## src/design/sensor_pkg.sv

```systemverilog
// Behaviour
// - conversion result is 24 bits over read-only bytes 0x00 (high), 0x01, 0x02 (low).
// - low power mode keeps 22 significant bits, standard and high accuracy keep 24.
// - unused low result bits 1 and 0 read as zero in low power mode.
// - result bytes are read-only, reset to zero, writes ignored.
// - a multi-byte read from 0x00 walks through the result bytes by auto-increment.
// - sense request bit 5 reads the sleep state, one means sleeping.
// - writing one to sense request bit 4 wakes the device; it starts a conversion only while setup holds code 1_0.
// - sense request bits 3 to 1 pick low power, standard or high accuracy mode.
// - sense request bit 0 picks thermal element (one) or pressure element (zero).
// - converter setup bits 1 to 0 take code 1_0 only; upper bits written zero. The code stores any two-bit value written to bits 1 to 0.
// - coefficient registers 0x22 to 0x34 are 16-bit read-only factory values.
// - extension register carries bits 23:16 of the two offset coefficients.
// - result bytes go high, low, extra-low, each most significant bit first.
// - device answers at 7-bit bus address 0x70 (E0h write, E1h read).
package sensor_pkg;

  // register offsets
  localparam logic [7:0] OFF_RESULT_HIGH  = 8'h00;
  localparam logic [7:0] OFF_RESULT_MID   = 8'h01;
  localparam logic [7:0] OFF_RESULT_LOW   = 8'h02;
  localparam logic [7:0] OFF_SENSE_REQ    = 8'h03;
  localparam logic [7:0] OFF_CALIB_CTL    = 8'h08;
  localparam logic [7:0] OFF_CONV_SETUP   = 8'h0a;
  localparam logic [7:0] OFF_PRESS_GAIN   = 8'h22;
  localparam logic [7:0] OFF_PRESS_OFS    = 8'h24;
  localparam logic [7:0] OFF_TEMP_GAIN    = 8'h26;
  localparam logic [7:0] OFF_TEMP_OFS     = 8'h28;
  localparam logic [7:0] OFF_TEMP_GAIN_B  = 8'h2a;
  localparam logic [7:0] OFF_TEMP_OFS_B   = 8'h2c;
  localparam logic [7:0] OFF_THERM_GAIN   = 8'h2e;
  localparam logic [7:0] OFF_THERM_OFS    = 8'h32;
  localparam logic [7:0] OFF_COEF_EXT     = 8'h34;

  // bus address and field layout
  localparam logic [6:0] BUS_ADDR_DEFAULT = 7'h70;
  localparam int         SREQ_SLEEP_BIT   = 5;
  localparam int         SREQ_WAKE_BIT    = 4;
  localparam int         SREQ_MODE_HI     = 3;
  localparam int         SREQ_MODE_LO     = 1;
  localparam int         SREQ_SEL_BIT     = 0;
  localparam int         CALCTL_DIS_BIT   = 6;
  localparam logic [7:0] CALCTL_FIXED     = 8'h25;
  localparam logic       CALCTL_DIS_RESET = 1'b1;
  localparam logic [1:0] SETUP_RESET      = 2'h0;
  localparam logic [1:0] SETUP_START      = 2'h2;
  localparam int         LOW_PAD_BITS     = 2;

  // measurement mode codes
  localparam logic [2:0] MODE_LOW_POWER   = 3'h0;
  localparam logic [2:0] MODE_STANDARD    = 3'h2;
  localparam logic [2:0] MODE_HIGH_ACC    = 3'h3;

  typedef enum logic [3:0] {
    ST_IDLE, ST_ADDR, ST_ADDR_ACK, ST_PTR, ST_PTR_ACK,
    ST_WDATA, ST_WDATA_ACK, ST_RDATA, ST_RACK
  } bus_state_t;

  // factory calibration words
  typedef struct packed {
    logic [15:0] press_gain_coef;
    logic [15:0] press_offset_coef;
    logic [15:0] temp_gain_coef;
    logic [15:0] temp_offset_coef;
    logic [15:0] temp_gain_coef_b;
    logic [15:0] temp_offset_coef_b;
    logic [15:0] thermal_gain_coef;
    logic [15:0] thermal_offset_coef;
    logic [15:0] coef_extension;
  } calib_t;

  // decoded bus line events
  typedef struct packed {
    logic start;
    logic stop;
    logic rise;
    logic fall;
    logic sda;
  } line_evt_t;

  typedef struct packed {
    logic      scl_q;
    logic      sda_q;
    line_evt_t evt;
  } mon_state_t;

  typedef struct packed {
    bus_state_t  st;
    logic [2:0]  cnt;
    logic        got;
    logic [7:0]  sh;
    logic [7:0]  tx;
    logic [7:0]  ptr;
    logic        rw;
    logic        sda_oe;
    logic [23:0] result;
    logic [2:0]  mode;
    logic        sel;
    logic        sleep;
    logic        calib_dis;
    logic [1:0]  setup;
    logic        conv_start;
  } regs_state_t;

endpackage

```

## src/design/bus_line_monitor.sv

```systemverilog
`timescale 1ns/1ps
`default_nettype none
module bus_line_monitor
  import sensor_pkg::*;
(
  // clock and reset
  input  wire logic clock,
  input  wire logic rst_sync_n,
  // bus lines, taken as synchronous
  input  wire logic scl_in,
  input  wire logic sda_in,
  // decoded events
  output var  line_evt_t evt
);

  mon_state_t q;
  mon_state_t d;

  // edge and start/stop detection against the previous line levels
  always_comb begin
    d           = q;
    d.scl_q     = scl_in;
    d.sda_q     = sda_in;
    d.evt.start = scl_in & q.scl_q & q.sda_q & ~sda_in;
    d.evt.stop  = scl_in & q.scl_q & ~q.sda_q & sda_in;
    d.evt.rise  = scl_in & ~q.scl_q;
    d.evt.fall  = ~scl_in & q.scl_q;
    d.evt.sda   = sda_in;
  end

  // idle bus is high on both lines
  always_ff @(posedge clock or negedge rst_sync_n) begin
    if (!rst_sync_n) begin
      q <= '{scl_q: 1'b1, sda_q: 1'b1, evt: '{sda: 1'b1, default: 1'b0}};
    end else begin
      q <= d;
    end
  end

  assign evt = q.evt;

endmodule // bus_line_monitor
`default_nettype wire

```

## src/design/sensor_regs.sv

```systemverilog
`timescale 1ns/1ps
`default_nettype none
module sensor_regs
  import sensor_pkg::*;
#(
  parameter logic [6:0] BUS_ADDR = BUS_ADDR_DEFAULT
)(
  // clock and reset
  input  wire logic        clock,
  input  wire logic        rstn,
  // two-wire bus, open drain data
  input  wire logic        scl_in,
  input  wire logic        sda_in,
  output logic             sda_out,
  output logic             sda_oe,
  // converter side
  input  wire logic        conv_valid,
  input  wire logic [23:0] conv_data,
  input  wire calib_t      calib,
  output logic             conv_start,
  output logic [2:0]       meas_mode,
  output logic             input_select,
  output logic [1:0]       setup_code,
  output logic             calib_read_en,
  output logic             sleep_state
);

  // elaboration check: reserved 7-bit addresses cannot be served
  if (BUS_ADDR < 7'h08 || BUS_ADDR > 7'h77) begin : g_addr_check
    $error("bus address out of usable range");
  end

  logic [1:0]  rst_sync_q;
  logic        rst_sync_n;
  line_evt_t   evt;
  regs_state_t q;
  regs_state_t d;
  logic        load_evt;
  logic        wr_evt;

  // reset release through two flops
  // asserts at once, releases on an edge so no flop leaves reset on a race
  always_ff @(posedge clock or negedge rstn) begin
    if (!rstn) begin
      rst_sync_q <= 2'h0;
    end else begin
      rst_sync_q <= {rst_sync_q[0], 1'b1};
    end
  end
  assign rst_sync_n = rst_sync_q[1];

  bus_line_monitor u_mon (
    .clock      (clock),
    .rst_sync_n (rst_sync_n),
    .scl_in     (scl_in),
    .sda_in     (sda_in),
    .evt        (evt)
  );

  // result formatting by mode
  // low power delivers only 22 valid bits; the two below are forced to zero
  function automatic logic [23:0] fmt_result(input logic [23:0] raw, input logic [2:0] mode);
    logic [23:0] r;
    r = raw;
    if (mode == MODE_LOW_POWER) begin
      r[LOW_PAD_BITS-1:0] = '0;
    end
    return r;
  endfunction

  // coefficient byte: even offset is the high byte, odd the low byte
  // gaps between coefficient words read as zero
  function automatic logic [7:0] coef_byte(input calib_t c, input logic [7:0] a);
    logic [15:0] w;
    w = 16'h0000;
    unique case ({a[7:1], 1'b0})
      OFF_PRESS_GAIN:  w = c.press_gain_coef;
      OFF_PRESS_OFS:   w = c.press_offset_coef;
      OFF_TEMP_GAIN:   w = c.temp_gain_coef;
      OFF_TEMP_OFS:    w = c.temp_offset_coef;
      OFF_TEMP_GAIN_B: w = c.temp_gain_coef_b;
      OFF_TEMP_OFS_B:  w = c.temp_offset_coef_b;
      OFF_THERM_GAIN:  w = c.thermal_gain_coef;
      OFF_THERM_OFS:   w = c.thermal_offset_coef;
      OFF_COEF_EXT:    w = c.coef_extension; // upper offsets' bits 23:16
      default:         w = 16'h0000;
    endcase
    return a[0] ? w[7:0] : w[15:8];
  endfunction

  // read decode of the whole map
  function automatic logic [7:0] read_byte(input regs_state_t s, input calib_t c);
    logic [7:0] b;
    b = 8'h00;
    unique case (s.ptr)
      OFF_RESULT_HIGH: b = s.result[23:16];
      OFF_RESULT_MID:  b = s.result[15:8];
      OFF_RESULT_LOW:  b = s.result[7:0];
      OFF_SENSE_REQ: begin
        b[SREQ_SLEEP_BIT]              = s.sleep;
        b[SREQ_MODE_HI:SREQ_MODE_LO]   = s.mode;
        b[SREQ_SEL_BIT]                = s.sel; // wake bit reads zero
      end
      OFF_CALIB_CTL: begin
        b                 = CALCTL_FIXED;
        b[CALCTL_DIS_BIT] = s.calib_dis;
      end
      OFF_CONV_SETUP:  b = {6'h00, s.setup};
      default: begin
        if (!s.calib_dis) begin // reads gated until enabled
          b = coef_byte(c, s.ptr);
        end
      end
    endcase
    return b;
  endfunction

  // next-state logic: bus protocol, register writes, conversion capture
  always_comb begin
    d            = q;
    d.conv_start = 1'b0;
    // stop and start cut any transfer, so a confused host can always recover
    if (evt.stop) begin
      d.st     = ST_IDLE;
      d.sda_oe = 1'b0;
    end else if (evt.start) begin
      d.st     = ST_ADDR;
      d.cnt    = 3'h0;
      d.got    = 1'b0;
      d.sda_oe = 1'b0;
    end else begin
      unique case (q.st)
        ST_IDLE: begin
          d.got = 1'b0;
        end
        ST_ADDR, ST_PTR, ST_WDATA: begin
          if (evt.rise) begin
            d.sh  = {q.sh[6:0], evt.sda};
            d.cnt = q.cnt + 3'h1;
            d.got = (q.cnt == 3'h7);
          end
          if (evt.fall && q.got) begin
            d.got = 1'b0;
            if (q.st == ST_ADDR) begin
              if (q.sh[7:1] == BUS_ADDR) begin
                d.rw     = q.sh[0];
                d.sda_oe = 1'b1;
                d.st     = ST_ADDR_ACK;
              end else begin
                d.st = ST_IDLE;
              end
            end else if (q.st == ST_PTR) begin
              d.ptr    = q.sh;
              d.sda_oe = 1'b1;
              d.st     = ST_PTR_ACK;
            end else begin
              // result and coefficient offsets fall to default
              unique case (q.ptr)
                OFF_SENSE_REQ: begin
                  d.mode = q.sh[SREQ_MODE_HI:SREQ_MODE_LO];
                  d.sel  = q.sh[SREQ_SEL_BIT];
                  if (q.sh[SREQ_WAKE_BIT]) begin
                    d.sleep      = 1'b0;
                    d.conv_start = (q.setup == SETUP_START);
                  end
                end
                OFF_CALIB_CTL:  d.calib_dis = q.sh[CALCTL_DIS_BIT];
                OFF_CONV_SETUP: d.setup     = q.sh[1:0];
                default:        d.setup     = q.setup;
              endcase
              d.ptr    = q.ptr + 8'h01;
              d.sda_oe = 1'b1;
              d.st     = ST_WDATA_ACK;
            end
          end
        end
        ST_ADDR_ACK, ST_RACK: begin
          if (q.st == ST_RACK && evt.rise) begin
            d.got = ~evt.sda;
            if (evt.sda) begin
              d.st = ST_IDLE; // host ends the read with a nack
            end
          end
          if (evt.fall && ((q.st == ST_ADDR_ACK) ? q.rw : q.got)) begin
            // load next byte, auto-increment pointer
            d.tx     = read_byte(q, calib);
            d.ptr    = q.ptr + 8'h01;
            d.sda_oe = ~d.tx[7]; // msb first
            d.cnt    = 3'h0;
            d.got    = 1'b0;
            d.st     = ST_RDATA;
          end else if (evt.fall && q.st == ST_ADDR_ACK) begin
            d.sda_oe = 1'b0;
            d.cnt    = 3'h0;
            d.st     = ST_PTR;
          end
        end
        ST_PTR_ACK, ST_WDATA_ACK: begin
          if (evt.fall) begin
            d.sda_oe = 1'b0;
            d.cnt    = 3'h0;
            d.st     = ST_WDATA;
          end
        end
        ST_RDATA: begin
          if (evt.fall) begin
            d.cnt = q.cnt + 3'h1;
            if (q.cnt == 3'h7) begin
              d.sda_oe = 1'b0;
              d.st     = ST_RACK;
            end else begin
              d.tx     = {q.tx[6:0], 1'b0};
              d.sda_oe = ~q.tx[6];
            end
          end
        end
      endcase
    end
    // conversion done: capture and go back to sleep; set wins over wake
    // placed last so a wake write in the same cycle cannot hide the finished result
    if (conv_valid) begin
      d.result = fmt_result(conv_data, q.mode);
      d.sleep  = 1'b1;
    end
  end

  // state register
  always_ff @(posedge clock or negedge rst_sync_n) begin
    if (!rst_sync_n) begin
      q           <= '0;
      q.st        <= ST_IDLE;
      q.calib_dis <= CALCTL_DIS_RESET;
      q.setup     <= SETUP_RESET;
    end else begin
      q <= d;
    end
  end

  // outputs
  // the data pin is open drain: only the enable moves, the driven level stays low
  assign sda_out       = 1'b0;
  assign sda_oe        = q.sda_oe;
  assign conv_start    = q.conv_start;
  assign meas_mode     = q.mode;
  assign input_select  = q.sel;
  assign setup_code    = q.setup;
  assign calib_read_en = ~q.calib_dis;
  assign sleep_state   = q.sleep;

  // helper for checks: a read byte is loaded this cycle
  assign load_evt = evt.fall && !evt.start && !evt.stop &&
                    ((q.st == ST_ADDR_ACK && q.rw) || (q.st == ST_RACK && q.got));

  // helper for checks: a written data byte is taken this cycle
  assign wr_evt = evt.fall && q.got && !evt.start && !evt.stop && q.st == ST_WDATA;
endmodule // sensor_regs
`default_nettype wire

```

## config.mk

```make
export PLATFORM = sky130hd
export DESIGN_NAME = sensor_regs
export DESIGN_NICKNAME = d
export VERILOG_FILES = /design/src/design/sensor_pkg.sv /design/src/design/bus_line_monitor.sv /design/src/design/sensor_regs.sv
export SDC_FILE = /design/constraint.sdc
export NUM_CORES = 1
export LEC_CHECK = 0
export BUFFER_PORTS_ARGS = -buffer_cell sky130_fd_sc_hd__buf_2
export CORE_MARGIN = 2
export CORE_UTILIZATION = 40
export DETAILED_ROUTE_END_ITERATION = 8
export PLACE_DENSITY = 0.66
export SLEW_MARGIN = 10
export SYNTH_ARGS = -nofsm -noshare
export SYNTH_HDL_FRONTEND = slang
export SYNTH_HIERARCHICAL = 1
export SYNTH_SLANG_ARGS = --single-unit
```

## constraint.sdc

```tcl
create_clock -name clock -period 4.4 [get_ports clock]
set_clock_uncertainty 0.05 [all_clocks]
set_input_delay 0.44 -clock clock [delete_from_list [all_inputs] [get_ports clock]]
set_output_delay 0.44 -clock clock [all_outputs]
set_load 0.01 [all_outputs]
```

==> impl_results.md, run 1 <==
* Outcome: finished clean
* Register area share after synthesis at 35.0%
* Die Span Y at 119 um
* Count of final setup violators at 0
* Initial antenna violation count at 1
* Total clock sinks at 74
* DR vias/cell at 5.98
* WHS at roughly 0.11 ns
* WL/cell at 21.2 um
* Post-DRT Antenna Nets at 0
* Netlist Area Pre-Place at 5310 um2
* CTS max path bufs at 2
* Seq pwr share at 44.8%
* Non-filler cells, final at 871
* Max FO, Critical Path at 47
* First-pass GRT wire length at 28500 um
* Nets at 868
* Min cycle time layout at ~2.9 ns
* Final hold violations at 0
* Ys flop type: dfrtp_1
* GRT Total Usage at 25.8%
* Crit-path cells: nor2b_1, nand2_1, nor2_1, a221o_1, o22ai_1, o31ai_1
* Number of port buffers at 182
* Number of flops mapped to enable cells by yosys at 0
* Number of synthesized register bits at 74
* Leakage at 2.83 nW
* Starting Density at about two fifths
* Crit path largest cell delay at approximately 1.0 ns
* Total Wirelength at 18400 um
* Clock power share at 41.8%
* Layout Utilization at 50.0%
* Total die area at 14200 um2
* Largest net degree at the start of global routing at 60
* Post-DP HPWL at roughly 14000 um
* RSZ-0062 raised after global routing: no
* Detailed-router iteration count before antenna repair at 5
* Vias in the first global route at 5201
* Clk root buf: clkbuf_16
* Area growth syn-to-layout at 23.3%
* Syn_nets at 721
* Peak supply drop at 0.249 mV
* TritonCTS clock tree: yes
* Synth unique cells at 70
* Switching share of power at 24.8%
* Proportion of layout cells with a drive suffix above 1 at 39.8%
* Row count at 42
* Synth area leader: dfrtp_1
* Internal power at 1.39 mW
* RePlAce Congestion at 0.928
* H-tree Lvls at 3
* Synth Warn # at 6
* Main area contributors after synthesis: dfrtp_1, mux2_2, mux2i_1
* Critical path launch point type: register
* Worst-Margin Slew at about 1.0 ns
* Gr ovfl total at 0
* CORE AREA at approximately 13000 um2
* Residual DRC at 0
* Top cell type's share of synthesized area at 33.5%
* FMAX at 344 MHz
* Post-Syn Area per Cell at 9.79 um2
* Slowest cell on the critical path: dfrtp_2
* WS Path Type: reg -> reg
* HP Class: reg -> async
* Worst-path clk slew at 0.06 ns
* Worst rel slew slack at between 30 and 40%
* Worst skew pair latency at 0.33 ns
* Crit share post-route at 66.0%
* Async SR Flop Fraction at 100%
* Placed insts at 853
* Worst path required time at about 4.6 ns
* I/O pins at 184
* Layout fillers at about 1200
* Worst setup EP type: register
* Vias at about 5200
* Reg2reg path depth at 6
* Slew Limit Fails at 0
* Iteration-0 DRC Markers at 600
* Number of buffers created by CTS at 9
* Die Wd at roughly 120 um
* Setup_tns at 0 ns
* Mapped Cells at 542
* Critical path arrival at 3.10 ns
* Max-cap violations at 0
* Combinational Power Share at 13.5%
* Pwr/cell area at 282 nW/um2
* P_sw at 458 uW
-- Yosys cell counts, drive strengths merged (3+ instances only) --
cell / number
nor3: 18
buf: 27
a21oi: 26
a22oi: 17
nor2b: 9
mux2: 44
nand4: 4
nand3: 15
a32oi: 4
mux4: 12
a221o: 6
a21o: 3
a222oi: 6
a211oi: 7
a31oi: 5
o32ai: 5
nor2: 33
or2: 7
dfstp: 3
nand2: 23
inv: 13
o221ai: 3
nand2b: 5
nor3b: 4
a311oi: 3
mux2i: 32
ha: 6
and3: 4
o21ai: 33
o22ai: 14
a22o: 9
dfrtp: 71
clkbuf: 23
a221oi: 3
o31ai: 12
-- what timing repair did --
action                                  4_1_cts  5_1_grt
setup buffers                                 0        0
hold buffers                                  1        0
hold endpoints to repair                      2        0
resized for setup                             0        0
endpoints found under the setup margin        0        0
-- layer usage --
metal / up-vias / GRT usage (%) / wire length (um)
li1: 2387 / - / -
met1: 2507 / 34.5 / 7840
met2: 276 / 41.8 / 8500
met3: 39 / 4.45 / 1430
met4: 0 / 9.97 / 658
met5: - / 0 / 0
-- worst max-delay path, delay by kind of cell (launching register included) --
family,cells,cell delay (ns)
flip-flops,1,1.04
AO/OA/AOI/OAI,3,0.61
AND/OR/NAND/NOR,3,1.09
-- worst paths after layout --
kind,from,end,slack [ns]
worst max-delay path,q[37],q[46],1.50
worst min-delay path,rst_sync_q[1],q[34],0.11
worst max register to register,q[37],q[46],1.50
worst min register to register,rst_sync_q[1],q[34],0.11
max in group asynchronous,rst_sync_q[1],q[37],3.11
min in group clock,sda_in,u_mon/q[5],0.18
-- placed cells by master, fill, tap and decap left out, types with 3 or more instances in the layout --
cell type | netlist | layout
a211oi_1 | 7 | 7
a21o_1 | 3 | 3
a21oi_1 | 26 | 26
a221o_1 | 6 | 6
a221oi_1 | 3 | 3
a222oi_1 | 6 | 6
a22o_1 | 9 | 9
a22oi_1 | 17 | 17
a311oi_1 | 3 | 3
a31oi_1 | 4 | 4
a32oi_1 | 4 | 4
and3_1 | 4 | 4
buf_2 | 13 | 182
buf_4 | 11 | 3
clkbuf_16 | 0 | 9
dfrtp_1 | 71 | 69
dfstp_2 | 3 | 3
ha_1 | 6 | 6
inv_1 | 13 | 13
mux2_2 | 44 | 44
mux2i_1 | 32 | 32
mux4_2 | 12 | 12
nand2_1 | 23 | 23
nand2b_1 | 4 | 4
nand3_1 | 14 | 14
nand4_1 | 4 | 4
nor2_1 | 33 | 33
nor2b_1 | 9 | 9
nor3_1 | 16 | 16
nor3b_1 | 3 | 3
o21ai_0 | 33 | 33
o221ai_1 | 3 | 3
o22ai_1 | 14 | 14
o31ai_1 | 11 | 11
o32ai_1 | 5 | 5
or2_2 | 5 | 5
-- cells by family after synthesis --
| group | Yosys count | synth area share (%) |
|---|---|---|
| compound gates | 172 | 23.1 |
| buf+inv | 63 | 5.54 |
| mux | 88 | 20.5 |
| xor+xnor | 1 | 0.165 |
| simple gates | 136 | 14.2 |
| flops | 74 | 35.0 |
| other cells | 2 | 0.142 |
| fa+ha+maj | 6 | 1.42 |
-- registers in the layout, summed over array words and instances (netlist names) --
| register | cells |
|---|---|
| rst_sync_q | 2 |
| u_mon/evt | 4 |
| conv_start | 1 |
| input_select | 1 |
| sleep_state | 1 |
| q | 57 |
| u_mon/q | 2 |
| sda_oe | 1 |
| setup_code | 2 |
| meas_mode | 3 |
-- through the flow --
step	power (mW)	setup slack, ns	cell area (um2)
4_1_cts	1.86	1.51	6540
2_1_floorplan	0.947	2.14	5310
5_1_grt	1.92	1.27	6540
6_report	1.85	1.50	6540
3_5_place_dp	1.09	1.52	6220
3_3_place_gp	1.08	1.49	6220
-- final cells by class --
type	count	area, um2	share of cell area [%]
diodes	1	2.50	0.0383
inverters	13	48.8	0.746
multi-input cells	405	3160	48.2
well taps	176	220	3.37
clock buffers	11	233	3.56
flip-flops and latches	74	1860	28.4
repair buffers	186	943	14.4
clock inverters	5	78.8	1.21
-- power by group through the flow --
stage	clock, mW	combinational (mW)	sequential [mW]
finish	0.770	0.249	0.826
CTS	0.786	0.250	0.827
floorplan	0	0.141	0.806
detailed placement	0	0.248	0.839
global placement	0	0.243	0.837
global route	0.811	0.274	0.838
(Power assumes the default switching activity.)
==> run 2, diff against run 1 <==
Settings changed: PLACE_DENSITY 0.66 to 0.69.
Clock period 4.4 ns to 2.5 ns, I/O delays scaled along.
==> run 2 against run 1 <==
- sequential cell count is the same
- global-route usage shrank 0.22 points
- count of clock-buffer cells in the layout shrank 1
- total power grew 90%
- first-iteration DRC count grew 8.3%
- die area is the same
- largest power group is now clock
- via count grew 2.5%
- utilization grew 2.6 points
- critical endpoint is now q[65]
- setup slack lost 1.3 ns
- sequential power grew 77%
==> impl_results.md, run 2 (synthesized netlist as in run 1, its figures left out) <==
* TritonCTS clock tree: yes
* Number of buffers created by CTS at 9
* RePlAce Congestion at 0.916
* Final hold violations at 0
* First-pass GRT wire length at 28300 um
* GRT Total Usage at 25.6%
* Vias at 5338
* H-tree Lvls at 3
* Grt met1 use at between 30% and 40%
* CORE AREA at 13100 um2
* Setup bufs post-CTS at 0
* Starting Density at 40.5%
* Slew Limit Fails at 0
* Initial antenna violation count at 1
* Worst skew pair latency at 0.34 ns
* RSZ-0062 raised after global routing: no
* M2 GR Usage at 42.3%
* Vias in the first global route at 5292
* Gr ovfl total at 0
* WS Path Type: reg -> reg
* Proportion of layout cells with a drive suffix above 1 at 42.4%
* Largest net degree at the start of global routing at 53
* Number of port buffers at 182
* Die Wd at 119 um
* WL/cell at between 20 and 25 um
* Area growth syn-to-layout at 29.7%
* Critical path launch point type: register
* Most frequent cells in the layout: buf_2, dfrtp_1, mux2_2
* Max-cap violations at 0
* Most flop-heavy register: q
* WP buf/inv at 1
* Row count at between 40 and 50
* WHS at 0.0932 ns
* Pwr/cell area at 508 nW/um2
* FMAX at 427 MHz
* Nets at 902
* Worst path required time at 2.73 ns
* Max reg flops at 57
* Setup_tns at 0 ns
* Leakage at 3.03 nW
* Slowest cell on the critical path: dfrtp_1
* Worst-path clk slew at 0.06 ns
* Met3 Resource Use GR at 3.54%
* Outcome: finished clean
* Non-filler cells, final at 905
* Worst rel slew slack at 62.9%
* Total die area at between 10000 and 15000 um2
* Count of final setup violators at 0
* Min cycle time layout at 2.34 ns
* Post-DP HPWL at between 10000 and 15000 um
* DR vias/cell at around 6
* Critical path arrival at 2.57 ns
* Residual DRC at 0
* Worst setup EP type: register
* Detailed-router iteration count before antenna repair at 6
* Crit path max-delay family: compound AO/OA/AOI/OAI gates
* Max FO, Critical Path at 16
* HP Class: in -> reg
* Iteration-0 DRC Markers at 650
* Commonest non-fill, non-tap cell in the layout: buf_2
* Pwr Total at 3.50 mW
* Post-DRT Antenna Nets at 0
* Crit share post-route at about 94%
* Die Span Y at 119 um
* Peak supply drop at roughly 0.41 mV
* Clk root buf: clkbuf_16
* I/O pins at 184
* Total Wirelength at roughly 18000 um
* Crit-path cells: buf_4, nor4b_4, o21bai_1, a31oi_1, a211o_1, a211oi_1, o221a_2
* Total clock sinks at 74
* CTS max path bufs at 2
* Placed insts at 885
* CTS resizes at 0
* Worst-Margin Slew at between 0.5 and 0.6 ns
* Crit path largest cell delay at 0.57 ns
* Top Usage Layer GRT: met2
[run 2: changes by cell type in the layout (fill, tap and decap cells not counted)]
cell and change:
dlygate4sd3_1 +2, clkbuf_1 -1, buf_4 +30, buf_12 +2, clkinv_2 -2, clkinv_4 +1
bufinv_16 +2
[run 2: path summary, 6_finish.rpt]
path	startpoint	end	slack (ns)	depth (start not counted)
max in group asynchronous	rst_sync_q[1]	q[3]	1.54	1
worst min register to register	rst_sync_q[1]	q[34]	0.18	0
worst max-delay path	q[64]	q[65]	0.16	7
min in group asynchronous	rstn	rst_sync_q[0]	0.17	2
worst min-delay path	conv_data[8]	q[17]	0.09	2
worst max register to register	q[64]	q[65]	0.16	7
[run 2: worst register-to-register path: cells and delay by family (launching register included)]
kind,cells,cell delay (ns)
AO/OA/AOI/OAI,5,1.12
buffers and inverters,1,0.25
flip-flops,1,0.57
AND/OR/NAND/NOR,1,0.28
[run 2: timing repair]
action | CTS | global route
hold buffers | 3 | 0
endpoints found under the hold margin | 4 | 0
setup endpoints to repair | 0 | 0
[run 2: where the power goes]
part	leakage (nW)	total [mW]	internal [mW]	switching, mW
Sequential	0.899	1.46	1.31	0.144
Clock	0.177	1.59	1.08	0.505
Combinational	1.96	0.456	0.270	0.185
[run 2: layout make-up]
class / instances / area [um2]
inverter: 13 / 48.8
sequential: 74 / 1860
multi-input combinational: 405 / 3160
fill: 1191 / 6200
tap: 176 / 220
clock inverter: 6 / 138
clock buffer: 10 / 229
timing repair buffer: 220 / 1230
antenna: 1 / 2.50
[run 2: metal layers]
layer	wire length (um)	vias up
met3	1390	40
met5	0	-
met2	8440	298
met4	743	0
met1	7630	2550
li1	-	2450
[run 2: metrics by stage]
| step | setup WS (ns) | utilization (%) | cell area (um2) |
|---|---|---|---|
| finish | 0.161 | 52.6 | 6880 |
| floorplan | 0.242 | - | 5310 |
| CTS | 0.230 | 52.6 | 6880 |
| global placement | 0.309 | 49.5 | 6480 |
| detailed placement | 0.225 | 49.5 | 6480 |
| global route | 0.0816 | 52.6 | 6880 |
